==> src/logic/ocg_pkg.sv <==
// Constants, field layouts and carrier types of the over current / over voltage guard.
// Assumes a 32-bit AXI4-Lite register bus and one 125 MHz clock.
//
// What this block does
// Over current forces high side, needs both enables
// Over voltage forces low side, needs both enables
// Over voltage forces high side, needs both enables
// Current comparator hysteresis follows its bit
// Voltage comparator hysteresis follows its bit
// Amplifier mode bit: 0 inverting, 1 non-inverting
// Voltage sense pin enabled by its bit
// Current sense pin enabled by its bit
// Current debounce: none, 16, 32, 64 clocks
// Voltage debounce: same encoding, own select
// Amplifier trim mode: 0 normal, 1 cancellation
// Amplifier reference: 0 negative, 1 positive input
// Three 6-bit trims, reset to 100000
// Voltage comparator trim mode, reference and value
// Current comparator trim mode, reference and value
// Amplifier and comparator outputs readable at 2..0
// Amplifier trim switches decoded from mode, reference
// Comparator A switches use same decode
// Comparator B switches use same decode
// Software calibrates: mode, reference, step, restore
// Unused status and control bits read zero
// Forced high side goes high, low side low
// Event pulses raised; forcing ends with condition
// Current guard off powers down its analog
// Voltage guard off powers down its analog
// Comparator outputs pass two-flop synchronisers
// Debounce counter restarts on every level change

package ocg_pkg;

   // ********************************
   // Register map (byte addresses)
   // ********************************
   localparam logic [7:0] OCG_ADDR_GUARD_EN = 8'h00;
   localparam logic [7:0] OCG_ADDR_PIN_DB = 8'h04;
   localparam logic [7:0] OCG_ADDR_AMP_TRIM = 8'h08;
   localparam logic [7:0] OCG_ADDR_VCMP_TRIM = 8'h0C;
   localparam logic [7:0] OCG_ADDR_CCMP_TRIM = 8'h10;
   localparam logic [7:0] OCG_ADDR_STATUS = 8'h14;

   // ********************************
   // Field positions
   // ********************************
   localparam int OCG_EN_CUR_GLOBAL = 7;
   localparam int OCG_EN_VOL_GLOBAL = 6;
   localparam int OCG_EN_CUR_LOW = 5;
   localparam int OCG_EN_CUR_HIGH = 4;
   localparam int OCG_EN_VOL_LOW = 3;
   localparam int OCG_EN_VOL_HIGH = 2;
   localparam int OCG_EN_CUR_HYST = 1;
   localparam int OCG_EN_VOL_HYST = 0;
   localparam int OCG_PD_AMP_MODE = 7;
   localparam int OCG_PD_VPIN = 6;
   localparam int OCG_PD_CPIN = 5;
   localparam int OCG_PD_CDB_LSB = 2;
   localparam int OCG_PD_VDB_LSB = 0;
   localparam logic [7:0] OCG_PD_MASK = 8'hEF;
   localparam int OCG_TRIM_MODE = 7;
   localparam int OCG_TRIM_REF = 6;
   localparam int OCG_TRIM_W = 6;
   localparam int OCG_ST_AMP = 2;
   localparam int OCG_ST_CMP_B = 1;
   localparam int OCG_ST_CMP_A = 0;

   // ********************************
   // Reset values
   // ********************************
   localparam logic [7:0] OCG_RST_CTRL = 8'h00;
   localparam logic [7:0] OCG_RST_TRIM = 8'h20;

   // ********************************
   // Timing
   // ********************************
   localparam int OCG_DB_W = 7;
   localparam logic [6:0] OCG_DB_CNT_1 = 7'h10;
   localparam logic [6:0] OCG_DB_CNT_2 = 7'h20;
   localparam logic [6:0] OCG_DB_CNT_3 = 7'h40;

   // AXI write response codes
   localparam logic [1:0] OCG_RESP_OKAY = 2'h0;
   localparam logic [1:0] OCG_RESP_SLVERR = 2'h2;

   // Trim switch set
   typedef struct packed {
      logic one;
      logic two;
      logic three;
   } ocg_switch_t;

   // Trim channel control
   typedef struct packed {
      logic mode;
      logic ref_sel;
      logic [5:0] value;
   } ocg_trim_t;

endpackage : ocg_pkg

==> src/logic/ocg_guard.sv <==
// Over current / over voltage guard: registers, debounce and drive forcing.
// Assumes comparator inputs are asynchronous and the PWM drive arrives on aclk.

`timescale 1ns/100ps
`default_nettype none

module ocg_guard
   import ocg_pkg::*;
(
   // Clock and reset
   input wire logic aclk,
   input wire logic aresetn,
   // AXI4-Lite write address
   input wire logic [7:0] s_axi_awaddr,
   input wire logic s_axi_awvalid,
   output logic s_axi_awready,
   // AXI4-Lite write data
   input wire logic [31:0] s_axi_wdata,
   input wire logic [3:0] s_axi_wstrb,
   input wire logic s_axi_wvalid,
   output logic s_axi_wready,
   // AXI4-Lite write response
   output logic [1:0] s_axi_bresp,
   output logic s_axi_bvalid,
   input wire logic s_axi_bready,
   // AXI4-Lite read address
   input wire logic [7:0] s_axi_araddr,
   input wire logic s_axi_arvalid,
   output logic s_axi_arready,
   // AXI4-Lite read data
   output logic [31:0] s_axi_rdata,
   output logic [1:0] s_axi_rresp,
   output logic s_axi_rvalid,
   input wire logic s_axi_rready,
   // Analog sense outputs, asynchronous
   input wire logic amp_out_raw,
   input wire logic cmp_a_out_raw,
   input wire logic cmp_b_out_raw,
   // PWM drive in and protected drive out
   input wire logic pwm_high_in,
   input wire logic pwm_low_in,
   output logic high_side_drive,
   output logic low_side_drive,
   // Analog controls
   output logic current_analog_on,
   output logic voltage_analog_on,
   output logic current_cmp_hyst_en,
   output logic voltage_cmp_hyst_en,
   output logic amp_polarity_mode,
   output logic voltage_pin_en,
   output logic current_pin_en,
   output ocg_trim_t amp_trim,
   output ocg_trim_t cmp_a_trim,
   output ocg_trim_t cmp_b_trim,
   output ocg_switch_t amp_sw,
   output ocg_switch_t cmp_a_sw,
   output ocg_switch_t cmp_b_sw,
   // Event pulses
   output logic over_voltage_event,
   output logic over_current_event
);

   // ********************************
   // Registers
   // ********************************
   logic [7:0] guard_en;
   logic [7:0] protection_pin_debounce_ctrl;
   logic [7:0] amplifier_offset_trim;
   logic [7:0] voltage_comparator_offset_trim;
   logic [7:0] current_comparator_offset_trim;

   // ********************************
   // Write channel
   // ********************************
   logic aw_held;
   logic w_held;
   logic [7:0] aw_addr;
   logic [7:0] w_data;
   logic w_lane0;
   wire do_write = aw_held && w_held && !s_axi_bvalid;
   wire aw_take = s_axi_awvalid && s_axi_awready;
   wire w_take = s_axi_wvalid && s_axi_wready;
   wire wr_hit = (aw_addr == OCG_ADDR_GUARD_EN) || (aw_addr == OCG_ADDR_PIN_DB) ||
      (aw_addr == OCG_ADDR_AMP_TRIM) || (aw_addr == OCG_ADDR_VCMP_TRIM) ||
      (aw_addr == OCG_ADDR_CCMP_TRIM) || (aw_addr == OCG_ADDR_STATUS);
   wire wr_en = do_write && w_lane0;

   always_ff @(posedge aclk) begin
      if (!aresetn) begin
         aw_held <= 1'b0;
         w_held <= 1'b0;
         aw_addr <= 8'h00;
         w_data <= 8'h00;
         w_lane0 <= 1'b0;
         s_axi_awready <= 1'b0;
         s_axi_wready <= 1'b0;
         s_axi_bvalid <= 1'b0;
         s_axi_bresp <= OCG_RESP_OKAY;
      end else begin
         s_axi_awready <= !aw_held && !aw_take;
         s_axi_wready <= !w_held && !w_take;
         if (aw_take) begin
            aw_held <= 1'b1;
            aw_addr <= {s_axi_awaddr[7:2], 2'b00};
         end
         if (w_take) begin
            w_held <= 1'b1;
            w_data <= s_axi_wdata[7:0];
            w_lane0 <= s_axi_wstrb[0];
         end
         if (do_write) begin
            aw_held <= 1'b0;
            w_held <= 1'b0;
            s_axi_bvalid <= 1'b1;
            s_axi_bresp <= wr_hit ? OCG_RESP_OKAY : OCG_RESP_SLVERR;
         end else if (s_axi_bvalid && s_axi_bready) begin
            s_axi_bvalid <= 1'b0;
         end
      end
   end

   // Register storage
   always_ff @(posedge aclk) begin
      if (!aresetn) begin
         guard_en <= OCG_RST_CTRL;
         protection_pin_debounce_ctrl <= OCG_RST_CTRL;
         amplifier_offset_trim <= OCG_RST_TRIM;
         voltage_comparator_offset_trim <= OCG_RST_TRIM;
         current_comparator_offset_trim <= OCG_RST_TRIM;
      end else if (wr_en) begin
         if (aw_addr == OCG_ADDR_GUARD_EN) guard_en <= w_data;
         if (aw_addr == OCG_ADDR_PIN_DB) protection_pin_debounce_ctrl <= w_data & OCG_PD_MASK;
         if (aw_addr == OCG_ADDR_AMP_TRIM) amplifier_offset_trim <= w_data;
         if (aw_addr == OCG_ADDR_VCMP_TRIM) voltage_comparator_offset_trim <= w_data;
         if (aw_addr == OCG_ADDR_CCMP_TRIM) current_comparator_offset_trim <= w_data;
      end
   end

   // ********************************
   // Synchronisers and debounce
   // ********************************
   logic [2:0] sync_a;
   logic [2:0] sync_b;
   wire [2:0] raw_in = {amp_out_raw, cmp_b_out_raw, cmp_a_out_raw};
   wire [1:0] db_sel [2];
   wire [1:0] filt;
   assign db_sel[0] = protection_pin_debounce_ctrl[OCG_PD_VDB_LSB +: 2];
   assign db_sel[1] = protection_pin_debounce_ctrl[OCG_PD_CDB_LSB +: 2];

   always_ff @(posedge aclk) begin
      if (!aresetn) begin
         sync_a <= 3'h0;
         sync_b <= 3'h0;
      end else begin
         sync_a <= raw_in;
         sync_b <= sync_a;
      end
   end

   // Channel 0 voltage comparator, channel 1 current comparator
   genvar gi;
   generate
      for (gi = 0; gi < 2; gi++) begin : g_db
         logic [OCG_DB_W-1:0] cnt;
         logic last;
         logic flt;
         logic [OCG_DB_W-1:0] target;
         assign filt[gi] = flt;
         always_comb begin
            unique case (db_sel[gi])
               2'b00: target = 7'h00;
               2'b01: target = OCG_DB_CNT_1;
               2'b10: target = OCG_DB_CNT_2;
               2'b11: target = OCG_DB_CNT_3;
            endcase
         end
         always_ff @(posedge aclk) begin
            if (!aresetn) begin
               cnt <= 7'h00;
               last <= 1'b0;
               flt <= 1'b0;
            end else begin
               last <= sync_b[gi];
               if (sync_b[gi] != last) begin
                  cnt <= 7'h00;
               end else if (cnt < target) begin
                  cnt <= cnt + 7'h01;
               end
               if (target == 7'h00) begin
                  flt <= sync_b[gi];
               end else if (sync_b[gi] == last && cnt >= target - 7'h01) begin
                  flt <= sync_b[gi];
               end
            end
         end
      end
   endgenerate

   // ********************************
   // Forcing
   // ********************************
   wire cur_on = guard_en[OCG_EN_CUR_GLOBAL];
   wire vol_on = guard_en[OCG_EN_VOL_GLOBAL];
   wire vol_fault = vol_on && filt[0];
   wire cur_fault = cur_on && filt[1];
   wire force_high = (cur_fault && guard_en[OCG_EN_CUR_HIGH]) ||
      (vol_fault && guard_en[OCG_EN_VOL_HIGH]);
   wire force_low = (cur_fault && guard_en[OCG_EN_CUR_LOW]) ||
      (vol_fault && guard_en[OCG_EN_VOL_LOW]);
   logic vol_fault_d;
   logic cur_fault_d;

   // Trim switch decode shared by all three trim channels
   function automatic ocg_switch_t sw_decode(input logic mode, input logic ref_sel);
      sw_decode.one = !mode || ref_sel;
      sw_decode.two = !mode || !ref_sel;
      sw_decode.three = mode;
   endfunction : sw_decode

   always_ff @(posedge aclk) begin
      if (!aresetn) begin
         high_side_drive <= 1'b1;
         low_side_drive <= 1'b0;
         vol_fault_d <= 1'b0;
         cur_fault_d <= 1'b0;
         over_voltage_event <= 1'b0;
         over_current_event <= 1'b0;
         current_analog_on <= 1'b0;
         voltage_analog_on <= 1'b0;
         current_cmp_hyst_en <= 1'b0;
         voltage_cmp_hyst_en <= 1'b0;
         amp_polarity_mode <= 1'b0;
         voltage_pin_en <= 1'b0;
         current_pin_en <= 1'b0;
         amp_trim <= OCG_RST_TRIM;
         cmp_a_trim <= OCG_RST_TRIM;
         cmp_b_trim <= OCG_RST_TRIM;
         amp_sw <= 3'b110;
         cmp_a_sw <= 3'b110;
         cmp_b_sw <= 3'b110;
      end else begin
         high_side_drive <= force_high ? 1'b1 : pwm_high_in;
         low_side_drive <= force_low ? 1'b0 : pwm_low_in;
         vol_fault_d <= vol_fault;
         cur_fault_d <= cur_fault;
         over_voltage_event <= vol_fault && !vol_fault_d;
         over_current_event <= cur_fault && !cur_fault_d;
         current_analog_on <= cur_on;
         voltage_analog_on <= vol_on;
         current_cmp_hyst_en <= guard_en[OCG_EN_CUR_HYST];
         voltage_cmp_hyst_en <= guard_en[OCG_EN_VOL_HYST];
         amp_polarity_mode <= protection_pin_debounce_ctrl[OCG_PD_AMP_MODE];
         voltage_pin_en <= protection_pin_debounce_ctrl[OCG_PD_VPIN];
         current_pin_en <= protection_pin_debounce_ctrl[OCG_PD_CPIN];
         amp_trim <= amplifier_offset_trim;
         cmp_a_trim <= voltage_comparator_offset_trim;
         cmp_b_trim <= current_comparator_offset_trim;
         amp_sw <= sw_decode(amplifier_offset_trim[OCG_TRIM_MODE],
            amplifier_offset_trim[OCG_TRIM_REF]);
         cmp_a_sw <= sw_decode(voltage_comparator_offset_trim[OCG_TRIM_MODE],
            voltage_comparator_offset_trim[OCG_TRIM_REF]);
         cmp_b_sw <= sw_decode(current_comparator_offset_trim[OCG_TRIM_MODE],
            current_comparator_offset_trim[OCG_TRIM_REF]);
      end
   end

   // ********************************
   // Read channel
   // ********************************
   wire [7:0] status = {5'h00, sync_b[OCG_ST_AMP], sync_b[OCG_ST_CMP_B],
      sync_b[OCG_ST_CMP_A]};
   wire rd_hit = (s_axi_araddr[7:2] <= OCG_ADDR_STATUS[7:2]);
   logic [7:0] rd_val;
   always_comb begin
      unique case ({s_axi_araddr[7:2], 2'b00})
         OCG_ADDR_GUARD_EN: rd_val = guard_en;
         OCG_ADDR_PIN_DB: rd_val = protection_pin_debounce_ctrl;
         OCG_ADDR_AMP_TRIM: rd_val = amplifier_offset_trim;
         OCG_ADDR_VCMP_TRIM: rd_val = voltage_comparator_offset_trim;
         OCG_ADDR_CCMP_TRIM: rd_val = current_comparator_offset_trim;
         OCG_ADDR_STATUS: rd_val = status;
         default: rd_val = 8'h00;
      endcase
   end

   always_ff @(posedge aclk) begin
      if (!aresetn) begin
         s_axi_arready <= 1'b0;
         s_axi_rvalid <= 1'b0;
         s_axi_rdata <= 32'h00000000;
         s_axi_rresp <= OCG_RESP_OKAY;
      end else begin
         s_axi_arready <= !s_axi_rvalid && !(s_axi_arvalid && s_axi_arready);
         if (s_axi_arvalid && s_axi_arready) begin
            s_axi_rvalid <= 1'b1;
            s_axi_rdata <= {24'h000000, rd_val};
            s_axi_rresp <= rd_hit ? OCG_RESP_OKAY : OCG_RESP_SLVERR;
         end else if (s_axi_rvalid && s_axi_rready) begin
            s_axi_rvalid <= 1'b0;
         end
      end
   end

endmodule : ocg_guard

`default_nettype wire

==> config.mk <==
export PLATFORM = sky130hd
export DESIGN_NAME = ocg_guard
export DESIGN_NICKNAME = d
export VERILOG_FILES = /design/src/logic/ocg_pkg.sv /design/src/logic/ocg_guard.sv
export SDC_FILE = /design/constraint.sdc
export NUM_CORES = 1
export LEC_CHECK = 0
export BUFFER_PORTS_ARGS = -buffer_cell sky130_fd_sc_hd__buf_2
export CORE_UTILIZATION = 50
export DETAILED_ROUTE_END_ITERATION = 6
export PLACE_DENSITY = 0.86
export SETUP_SLACK_MARGIN = 0.02
export SLEW_MARGIN = 20
export SYNTH_ARGS = -nofsm -noshare
export SYNTH_HDL_FRONTEND = slang
export SYNTH_SLANG_ARGS = --single-unit
==> constraint.sdc <==
create_clock -name aclk -period 3.15 [get_ports aclk]
set_input_delay 0.315 -clock aclk [delete_from_list [all_inputs] [get_ports aclk]]
set_output_delay 0.315 -clock aclk [all_outputs]
set_load 0.1 [all_outputs]
==> flow_summary.ini, run 1 <==
[status]
status = finished, final reports clean

[critical_path]
worstPathArrival_ns = 2.47
worstSetupPathType = reg2reg
reg2reg_depth = 7
rr_startpoint = protection_pin_debounce_ctrl[0]
slowest_delay_ns = 0.44
start_kind = flip-flop
crit_required_ns = 3.48
crit_path_end = g_db[0].flt
regToRegSetupSlack_ns = 1.00
critPathMaxFanout = 5
worstReg2RegEnd = g_db[0].flt
slowest_stage = o41a_1
crit_path_end_kind = flip-flop
crit_chain = inv_1 > ha_1 > ha_1 > inv_1 > o41a_1 > o31ai_1 > o2bb2ai_1
startpoint = protection_pin_debounce_ctrl[0]

[global_route]
grt_pass1_wl_um = 20200
globalRoute.totalOverflow = 0
grt_pass1_vias = 4221
antenna_found_initial = 0
grtUsageTotal_pct = 22.4
grt_max_degree = 60

[sta]
post-route-period-util_pct = 68.1
fin_skew_ns = 0.00641
hold_viol = 0
max-slew-margin-rel_pct = 40.7
maxSlewViolCount = 0
period_needed_ns = 2.15
fmax_mhz = 466
tightestPinTransition_ns = 0.883
rsz0062_at_grt = false
tns_ns = 0
finalSetupViolCount = 0

[clocking]
cts_root_buffer = clkbuf_16
cts.htree.levels = 4
cts_sinks = 138
cts_setup_buffers = 0
ctsHoldBuffers = 0
cts_max_path_buffers = 2
cts_made_buffers = 17
clk_pin_slew_ns = 0.06
cts_tree = done
post_cts_resized = 0
clock_latency_ns = 0.41

[synthesis]
yosysWarnings = 0
ys_seq_area_share_pct = 47.9
netlist_area_mm2 = 0.00576
synth_edf_count = 0
synthesis.instances = 593
synth.avg_cell_area_um2 = 9.72
synthFlopType = dfxtp_1
postSynth.asyncResetShare_pct = 0
synth_cell_types = 51
ys_seq_elements = 138

[layout]
num_antenna_cells = 0
final_common_cell = dfxtp_1
drive_above_1_share_pct = 21.3
n_fill_cell = 903
syn2layout_area_growth_pct = 17.8
fin_util_pct = 61.6
nNetsFinal = 766
final_cell_mix = dfxtp_1, buf_2, nand2_1

[power]
power_density_mw_per_mm2 = 600
p_leak_nw = 2.80
ir_worst_vdd_uv = 354

[die]
initial_core_util_pct = 52.3
die_h_um = 109
ioPinCount = 149
die_area_mm2 = 0.0120
rows = 38
die_w_um = 109
core_mm2 = 0.0110

[job]
drv_cap = 0

[hold_path]
min_path_type = in2reg

[routing]
firstDrtPassIters = 7
wl_um = 12800
vias = 4472
avgViaCountPerCell = 5.38
drc = 0
drt_iter0_drc = 302
ant_nets = 0
wl_per_cell_um = 15.4

[placed_design]
numPortBuffers = 91
place_congestion = 0.933
dp_hpwl_um = 8920
## sequential cells by signal (all words and copies together), names as in the netlist, 2 cells and up
signal / count
amp_sw: 3
amp_trim: 7
amplifier_offset_trim: 8
aw_addr: 6
cmp_a_sw: 3
cmp_a_trim: 7
cmp_b_sw: 3
cmp_b_trim: 7
current_comparator_offset_trim: 8
g_db.cnt: 14
g_db.flt: 2
g_db.last: 2
guard_en: 8
protection_pin_debounce_ctrl: 7
s_axi_rdata: 8
sync_a: 3
sync_b: 3
voltage_comparator_offset_trim: 8
w_data: 8
## worst max-delay path, delay by kind of cell, from the launching register on
kind / cells / cell delay (ns)
adder cells (fa/ha/maj): 2 / 0.64
AO/OA/AOI/OAI: 3 / 0.86
buffers and inverters: 2 / 0.15
flip-flops: 1 / 0.40
## through the flow
| stage | worst slack [ns] | hold WS [ns] | instances | power, mW | instance area [um2] |
|---|---|---|---|---|---|
| 2_1_floorplan | 1.02 | 0.367 | 618 | 2.15 | 5860 |
| 3_3_place_gp | 1.15 | 0.374 | 799 | 2.18 | 6220 |
| 4_1_cts | 0.996 | 0.0985 | 831 | 4.09 | 6790 |
| 6_report | 1.00 | 0.108 | 831 | 4.07 | 6790 |
| 5_1_grt | 0.860 | 0.102 | 831 | 4.19 | 6790 |
| 3_5_place_dp | 1.00 | 0.376 | 799 | 2.19 | 6220 |
## worst min path at each step
stage	slack, ns	cells past startpoint	end	from
floorplan	0.37	1	over_current_event	cur_fault_d
global placement	0.37	1	over_voltage_event	vol_fault_d
detailed placement	0.38	1	over_voltage_event	vol_fault_d
CTS	0.1	2	sync_a[1]	cmp_b_out_raw
global route	0.10	2	sync_a[0]	cmp_a_out_raw
finish	0.11	2	sync_a[1]	cmp_b_out_raw
## report_power, final
group | leakage [nW] | switching, mW | internal, mW
combinational | 1.40 | 0.291 | 0.0570
clock | 0.284 | 0.702 | 1.22
sequential | 1.12 | 0.0299 | 1.77
## synthesized netlist by cell type, types with 2 or more instances
| cell type | count | area, um2 |
|---|---|---|
| nand3_1 | 16 | 80.1 |
| nor2b_1 | 7 | 43.8 |
| nand2b_1 | 11 | 68.8 |
| nor4_4 | 3 | 63.8 |
| nand4_1 | 3 | 18.8 |
| nor2_1 | 44 | 165 |
| dfxtp_1 | 138 | 2760 |
| or4_1 | 3 | 22.5 |
| mux2_2 | 12 | 135 |
| nand2_1 | 59 | 221 |
| a222oi_1 | 4 | 40.0 |
| ha_1 | 24 | 300 |
| buf_2 | 2 | 10.0 |
| mux2i_1 | 46 | 460 |
| nand3b_1 | 2 | 15.0 |
| a211oi_1 | 4 | 30.0 |
| or3_1 | 5 | 31.3 |
| o21a_1 | 5 | 37.5 |
| a221oi_1 | 3 | 26.3 |
| clkbuf_1 | 22 | 82.6 |
| nor3b_1 | 2 | 15.0 |
| nor4b_1 | 3 | 26.3 |
| nor3_1 | 3 | 15.0 |
| and2_1 | 38 | 238 |
| and3_1 | 2 | 12.5 |
| nor4_1 | 6 | 37.5 |
| buf_4 | 29 | 218 |
| inv_1 | 20 | 75.1 |
| a21oi_1 | 31 | 155 |
| o31ai_1 | 5 | 37.5 |
| or4b_4 | 2 | 27.5 |
| a22o_1 | 7 | 61.3 |
| o21ai_0 | 14 | 70.1 |
## area by class of cell
class	instances	area [um2]	area share, %
Sequential cell	138	2760	40.7
Timing Repair Buffer	95	485	7.15
Inverter	20	75.1	1.11
Clock inverter	8	92.6	1.36
Clock buffer	24	482	7.09
Multi-Input combinational cell	406	2720	40.0
Tap cell	140	175	2.58
## per-layer routing
layer	wire [um]	share of wire, %	track usage (%)
met3	878	6.9	6.34
met4	302	2.4	10.6
met1	5390	42	26.8
met2	6190	49	36.9
met5	0	0	0
## cells by family after synthesis
| family | count (synthesis) | share of synthesized area (%) |
|---|---|---|
| AOI/OAI and AO/OA | 82 | 9.36 |
| xor gates and xnor gates | 1 | 0.152 |
| adders and majority gates | 24 | 5.21 |
| buffers and inverters | 74 | 6.75 |
| DFF | 138 | 47.9 |
| muxes | 58 | 10.3 |
| other | 1 | 0.0651 |
| and+or+nand+nor | 215 | 20.2 |
Power figures use the tool's default switching activity.
==> run 2: changes to the inputs <==
==> constraint.sdc (replaced) <==
create_clock -name aclk -period 2 [get_ports aclk]
set_input_delay 0.2 -clock aclk [delete_from_list [all_inputs] [get_ports aclk]]
set_output_delay 0.2 -clock aclk [all_outputs]
set_load 0.1 [all_outputs]
==> flow_summary.ini, run 2 (synthesis results as in run 1) <==
[status]
status = finished, final reports clean

[placed_design]
dp_cells = 808
dp_hpwl_um = 9030
numPortBuffers = 91
place_congestion = 0.883
placed_area_mm2 = 0.00629

[global_route]
grt_max_degree = 60
antenna_found_initial = 0
grt_pass1_wl_um = 20700
grtUsageTotal_pct = 22.9
globalRoute.totalOverflow = 0
grt_pass1_vias = 4261

[clocking]
cts_tree = done
clk_pin_slew_ns = 0.06
cts.htree.levels = 4
cts_root_buffer = clkbuf_16
cts_made_buffers = 17
cts_sinks = 138
cts_max_path_buffers = 2
clock_latency_ns = 0.43

[sta]
fmax_mhz = 517
maxSlewViolCount = 0
post-route-period-util_pct = 96.7
max-slew-margin-rel_pct = 55.0
finalSetupViolCount = 0
tightestPinTransition_ns = 0.673
hold_viol = 0
period_needed_ns = 1.93
fin_skew_ns = 0.00916

[critical_path]
slowest_delay_ns = 0.45
crit_chain = inv_1 > ha_4 > ha_4 > inv_1 > o41a_1 > o31ai_2 > o2bb2ai_1
rr_startpoint = protection_pin_debounce_ctrl[1]
worstSetupPathType = reg2reg
slowest_stage = o41a_1
critPathMaxFanout = 3
crit_path_end_kind = flip-flop
start_kind = flip-flop
reg2reg_depth = 7
regToRegSetupSlack_ns = 0.07
worstPathArrival_ns = 2.22
crit_required_ns = 2.29
worstReg2RegEnd = g_db[0].flt

[routing]
vias = 4560
drt_iter0_drc = 357
ant_nets = 0
avgViaCountPerCell = 5.39
wl_um = 13400
drc = 0
wl_per_cell_um = 15.8
firstDrtPassIters = 5

[layout]
nNetsFinal = 782
fin_area_mm2 = 0.00711
num_antenna_cells = 0
final_cell_mix = dfxtp_1, buf_2, nand2_1
largest_reg_flops = 14
syn2layout_area_growth_pct = 23.4
largest_register = g_db.cnt
final_common_cell = dfxtp_1
n_fill_cell = 855
drive_above_1_share_pct = 26.1
final-instance-count-excl-fill = 846

[die]
initial_core_util_pct = 52.3
rows = 38
die_area_mm2 = 0.0120
ioPinCount = 149
core_mm2 = 0.0110
die_w_um = 109
die_h_um = 109

[power]
power_mw = 6.91
p_leak_nw = 2.93
ir_worst_vdd_uv = 487
power_density_mw_per_mm2 = 971

[hold_path]
min_to = w_data[0]
hold_start = s_axi_wdata[0]
min_path_type = in2reg
hold_depth = 3

[job]
drv_cap = 0
## run 2: changes by cell type in the layout (fill, tap and decap cells not counted), moves of 4 or more
cell,before,now
buf_4,4,14
clkbuf_1,4,0
clkinv_2,5,1
dfxtp_1,138,133
dfxtp_2,0,5
dlygate4sd3_1,0,4
## run 2: critical path: cells and delay by family, from the launching register on
kind	cells	cell delay, ns
adders and majority gates	2	0.49
buffers and inverters	2	0.19
AOI/OAI and AO/OA	3	0.80
DFF	1	0.33
## run 2: area by class of cell
| type | count | area [um2] | area share (%) |
|---|---|---|---|
| flip-flops and latches | 138 | 2770 | 38.9 |
| clock inverters | 10 | 188 | 2.64 |
| multi-input cells | 407 | 2810 | 39.5 |
| repair buffers | 110 | 612 | 8.60 |
| clock buffers | 21 | 480 | 6.76 |
| inverters | 20 | 77.6 | 1.09 |
| well taps | 140 | 175 | 2.46 |
## run 2: how the worst max path moves through the flow
stage | from | end | cells past startpoint
finish | protection_pin_debounce_ctrl[1] | g_db[0].flt | 7
global route | protection_pin_debounce_ctrl[1] | g_db[0].flt | 7
CTS | protection_pin_debounce_ctrl[2] | g_db[1].cnt[1] | 8
detailed placement | protection_pin_debounce_ctrl[1] | g_db[0].flt | 7
global placement | protection_pin_debounce_ctrl[0] | g_db[0].cnt[3] | 8
floorplan | protection_pin_debounce_ctrl[0] | g_db[0].cnt[2] | 9
## run 2: routing by layer
layer | track usage (%) | routed length (um)
met1 | 27.7 | 5570
met2 | 37.5 | 6480
met3 | 6.28 | 903
met4 | 11.3 | 446
met5 | 0 | 0
## run 2: timing repair
item,4_1_cts,5_1_grt
endpoints found under the hold margin,4,0
hold buffers,4,0
cloned,0,1
pin swaps,1,7
setup endpoints to repair,5,11
setup buffers,0,2
resized for setup,4,20
## run 2: per-stage QoR
step                worst slack, ns  utilization (%)  hold WS (ns)  TNS (ns)
global placement             0.0999             57.0         0.373         0
finish                       0.0668             64.5        0.0140         0
floorplan                    0.0745                -         0.310         0
detailed placement           0.0130             57.0         0.393         0
global route                -0.0221             64.5        0.0237   -0.0221
CTS                          0.0327             63.5       0.00760         0
## run 2: power breakdown
part / internal, mW / switching [mW] / leakage, nW
combinational: 0.0971 / 0.462 / 1.48
sequential: 2.79 / 0.0488 / 1.12
clock: 2.34 / 1.17 / 0.322
total: 5.23 / 1.68 / 2.93
==> run 3: changes to the inputs <==
--- a/config.mk
+++ b/config.mk
@@ -6,9 +6,9 @@
 export NUM_CORES = 1
 export LEC_CHECK = 0
 export BUFFER_PORTS_ARGS = -buffer_cell sky130_fd_sc_hd__buf_2
-export CORE_UTILIZATION = 50
+export CORE_UTILIZATION = 30
 export DETAILED_ROUTE_END_ITERATION = 6
-export PLACE_DENSITY = 0.86
+export PLACE_DENSITY = 0.6
 export SETUP_SLACK_MARGIN = 0.02
 export SLEW_MARGIN = 20
 export SYNTH_ARGS = -nofsm -noshare
==> constraint.sdc (replaced) <==
create_clock -name aclk -period 2 [get_ports aclk]
set_input_delay 0.4 -clock aclk [delete_from_list [all_inputs] [get_ports aclk]]
set_output_delay 0.4 -clock aclk [all_outputs]
set_load 0.1 [all_outputs]
==> flow_summary.ini, run 3 (synthesis results as in run 1) <==
[layout]
fin_util_pct = 38.2
n_fill_cell = 1907
final_cell_mix = dfxtp_1, buf_2, nand2_1
nNetsFinal = 784
syn2layout_area_growth_pct = 24.5
drive_above_1_share_pct = 26.0
final-instance-count-excl-fill = 944
largest_register = g_db.cnt
final_common_cell = dfxtp_1
register_area_mm2 = 0.00277
largest_reg_flops = 14
multi_input_area_mm2 = 0.00278

[critical_path]
critPathMaxFanout = 8
start_kind = flip-flop
worstPathArrival_ns = 2.26
worstSetupPathType = reg2reg
crit_path_end_kind = flip-flop
crit_required_ns = 2.36

[clocking]
cts_sinks = 138
cts_setup_buffers = 0
cts_max_path_buffers = 2
clk_pin_slew_ns = 0.06
cts_root_buffer = clkbuf_16
ctsHoldBuffers = 0
clock_latency_ns = 0.42
cts_tree = done
cts_made_buffers = 17
cts.htree.levels = 4

[sta]
max-slew-margin-rel_pct = 63.9
maxSlewViolCount = 0
hold_slack_ns = 0.187
rsz0062_at_grt = true
period_needed_ns = 1.90
timing.final.ws_setup_ns = 0.0988
finalSetupViolCount = 0
tightestPinTransition_ns = 0.527
hold_viol = 0
fin_skew_ns = 0.00733
fmax_mhz = 526
post-route-period-util_pct = 95.1

[die]
core_mm2 = 0.0188
die_w_um = 141
initial_core_util_pct = 30.7
die_h_um = 141
rows = 50
ioPinCount = 149
die_area_mm2 = 0.0198

[routing]
drc = 0
wl_met3_um = 523
avgViaCountPerCell = 4.64
vias = 4382
firstDrtPassIters = 5
drt_iter0_drc = 267
wl_um = 13000
wl_per_cell_um = 13.8
m1WireLength_um = 6500
wl_met2_um = 5880
top_layer = met4
ant_nets = 0

[global_route]
antenna_found_initial = 1
globalRoute.totalOverflow = 0
grt_max_degree = 60
grtUsageTotal_pct = 13.4
grt_pass1_wl_um = 20600
grt_pass1_vias = 3978

[placed_design]
numPortBuffers = 91
dp_slack_ns = 0.0376
place_congestion = 0.790
dp_hpwl_um = 9280
dp_cells = 911

[power]
ir_worst_vdd_uv = 524
power_density_mw_per_mm2 = 923
p_leak_nw = 2.92

[job]
drv_cap = 0

[status]
status = finished, final reports clean

[hold_path]
min_path_type = in2reg
## run 3: cell count changes in the layout (fill, tap and decap cells not counted), sizes merged
cell	previous run	this run
o21a	6	5
buf	106	113
diode	0	1
clkinv	2	7
inv	21	22
dlygate4sd3	4	0
clkinvlp	2	1
bufinv	5	3
clkbuf	21	19
## run 3: where the power goes
| group | internal, mW | leakage [nW] | switching (mW) |
|---|---|---|---|
| Sequential | 2.79 | 1.12 | 0.0489 |
| Clock | 2.00 | 0.298 | 1.22 |
| Combinational | 0.102 | 1.50 | 0.460 |
| Total | 4.90 | 2.92 | 1.73 |
## run 3: repair_timing
item	4_1_cts	5_1_grt
setup endpoints to repair	1	11
pin swaps	0	4
gates resized for setup	1	17
endpoints found under the hold margin	0	0
## run 3: layer usage
metal / vias to the layer above / GRT usage, %
met2: 123 / 20.5
met5: - / 0
met1: 2042 / 18.1
met4: 0 / 6.41
met3: 11 / 2.85
li1: 2206 / -
## run 3: critical path, stage by stage, from the launching register on
cell,delay (ns)
dfxtp_2,0.35
inv_4,0.05
ha_1,0.18
inv_1,0.05
ha_1,0.21
nor2b_1,0.13
o21a_2,0.26
buf_4,0.16
or3_4,0.32
a21oi_2,0.13
## run 3: path summary, 6_finish.rpt
check | start | endpoint | slack, ns | depth (start not counted)
max | protection_pin_debounce_ctrl[0] | g_db[0].cnt[0] | 0.1 | 9
max reg2reg | protection_pin_debounce_ctrl[0] | g_db[0].cnt[0] | 0.1 | 9
min | cmp_a_out_raw | sync_a[0] | 0.19 | 2
min reg2reg | vol_fault_d | over_voltage_event | 0.38 | 1
## run 3: through the flow
step	cell area, um2	setup TNS [ns]	total power, mW
floorplan	5860	0	3.38
global placement	6500	0	3.46
detailed placement	6500	0	3.46
CTS	7110	0	6.69
global route	7180	-0.000309	6.86
finish	7180	0	6.62
## run 3: area by class of cell
type	count	area share, %
antenna	1	0.0349
tap	234	4.08
sequential	138	38.6
multi-input combinational	406	38.8
clock buffer	19	6.17
clock inverter	13	2.30
timing repair buffer	113	8.99
inverter	20	1.08
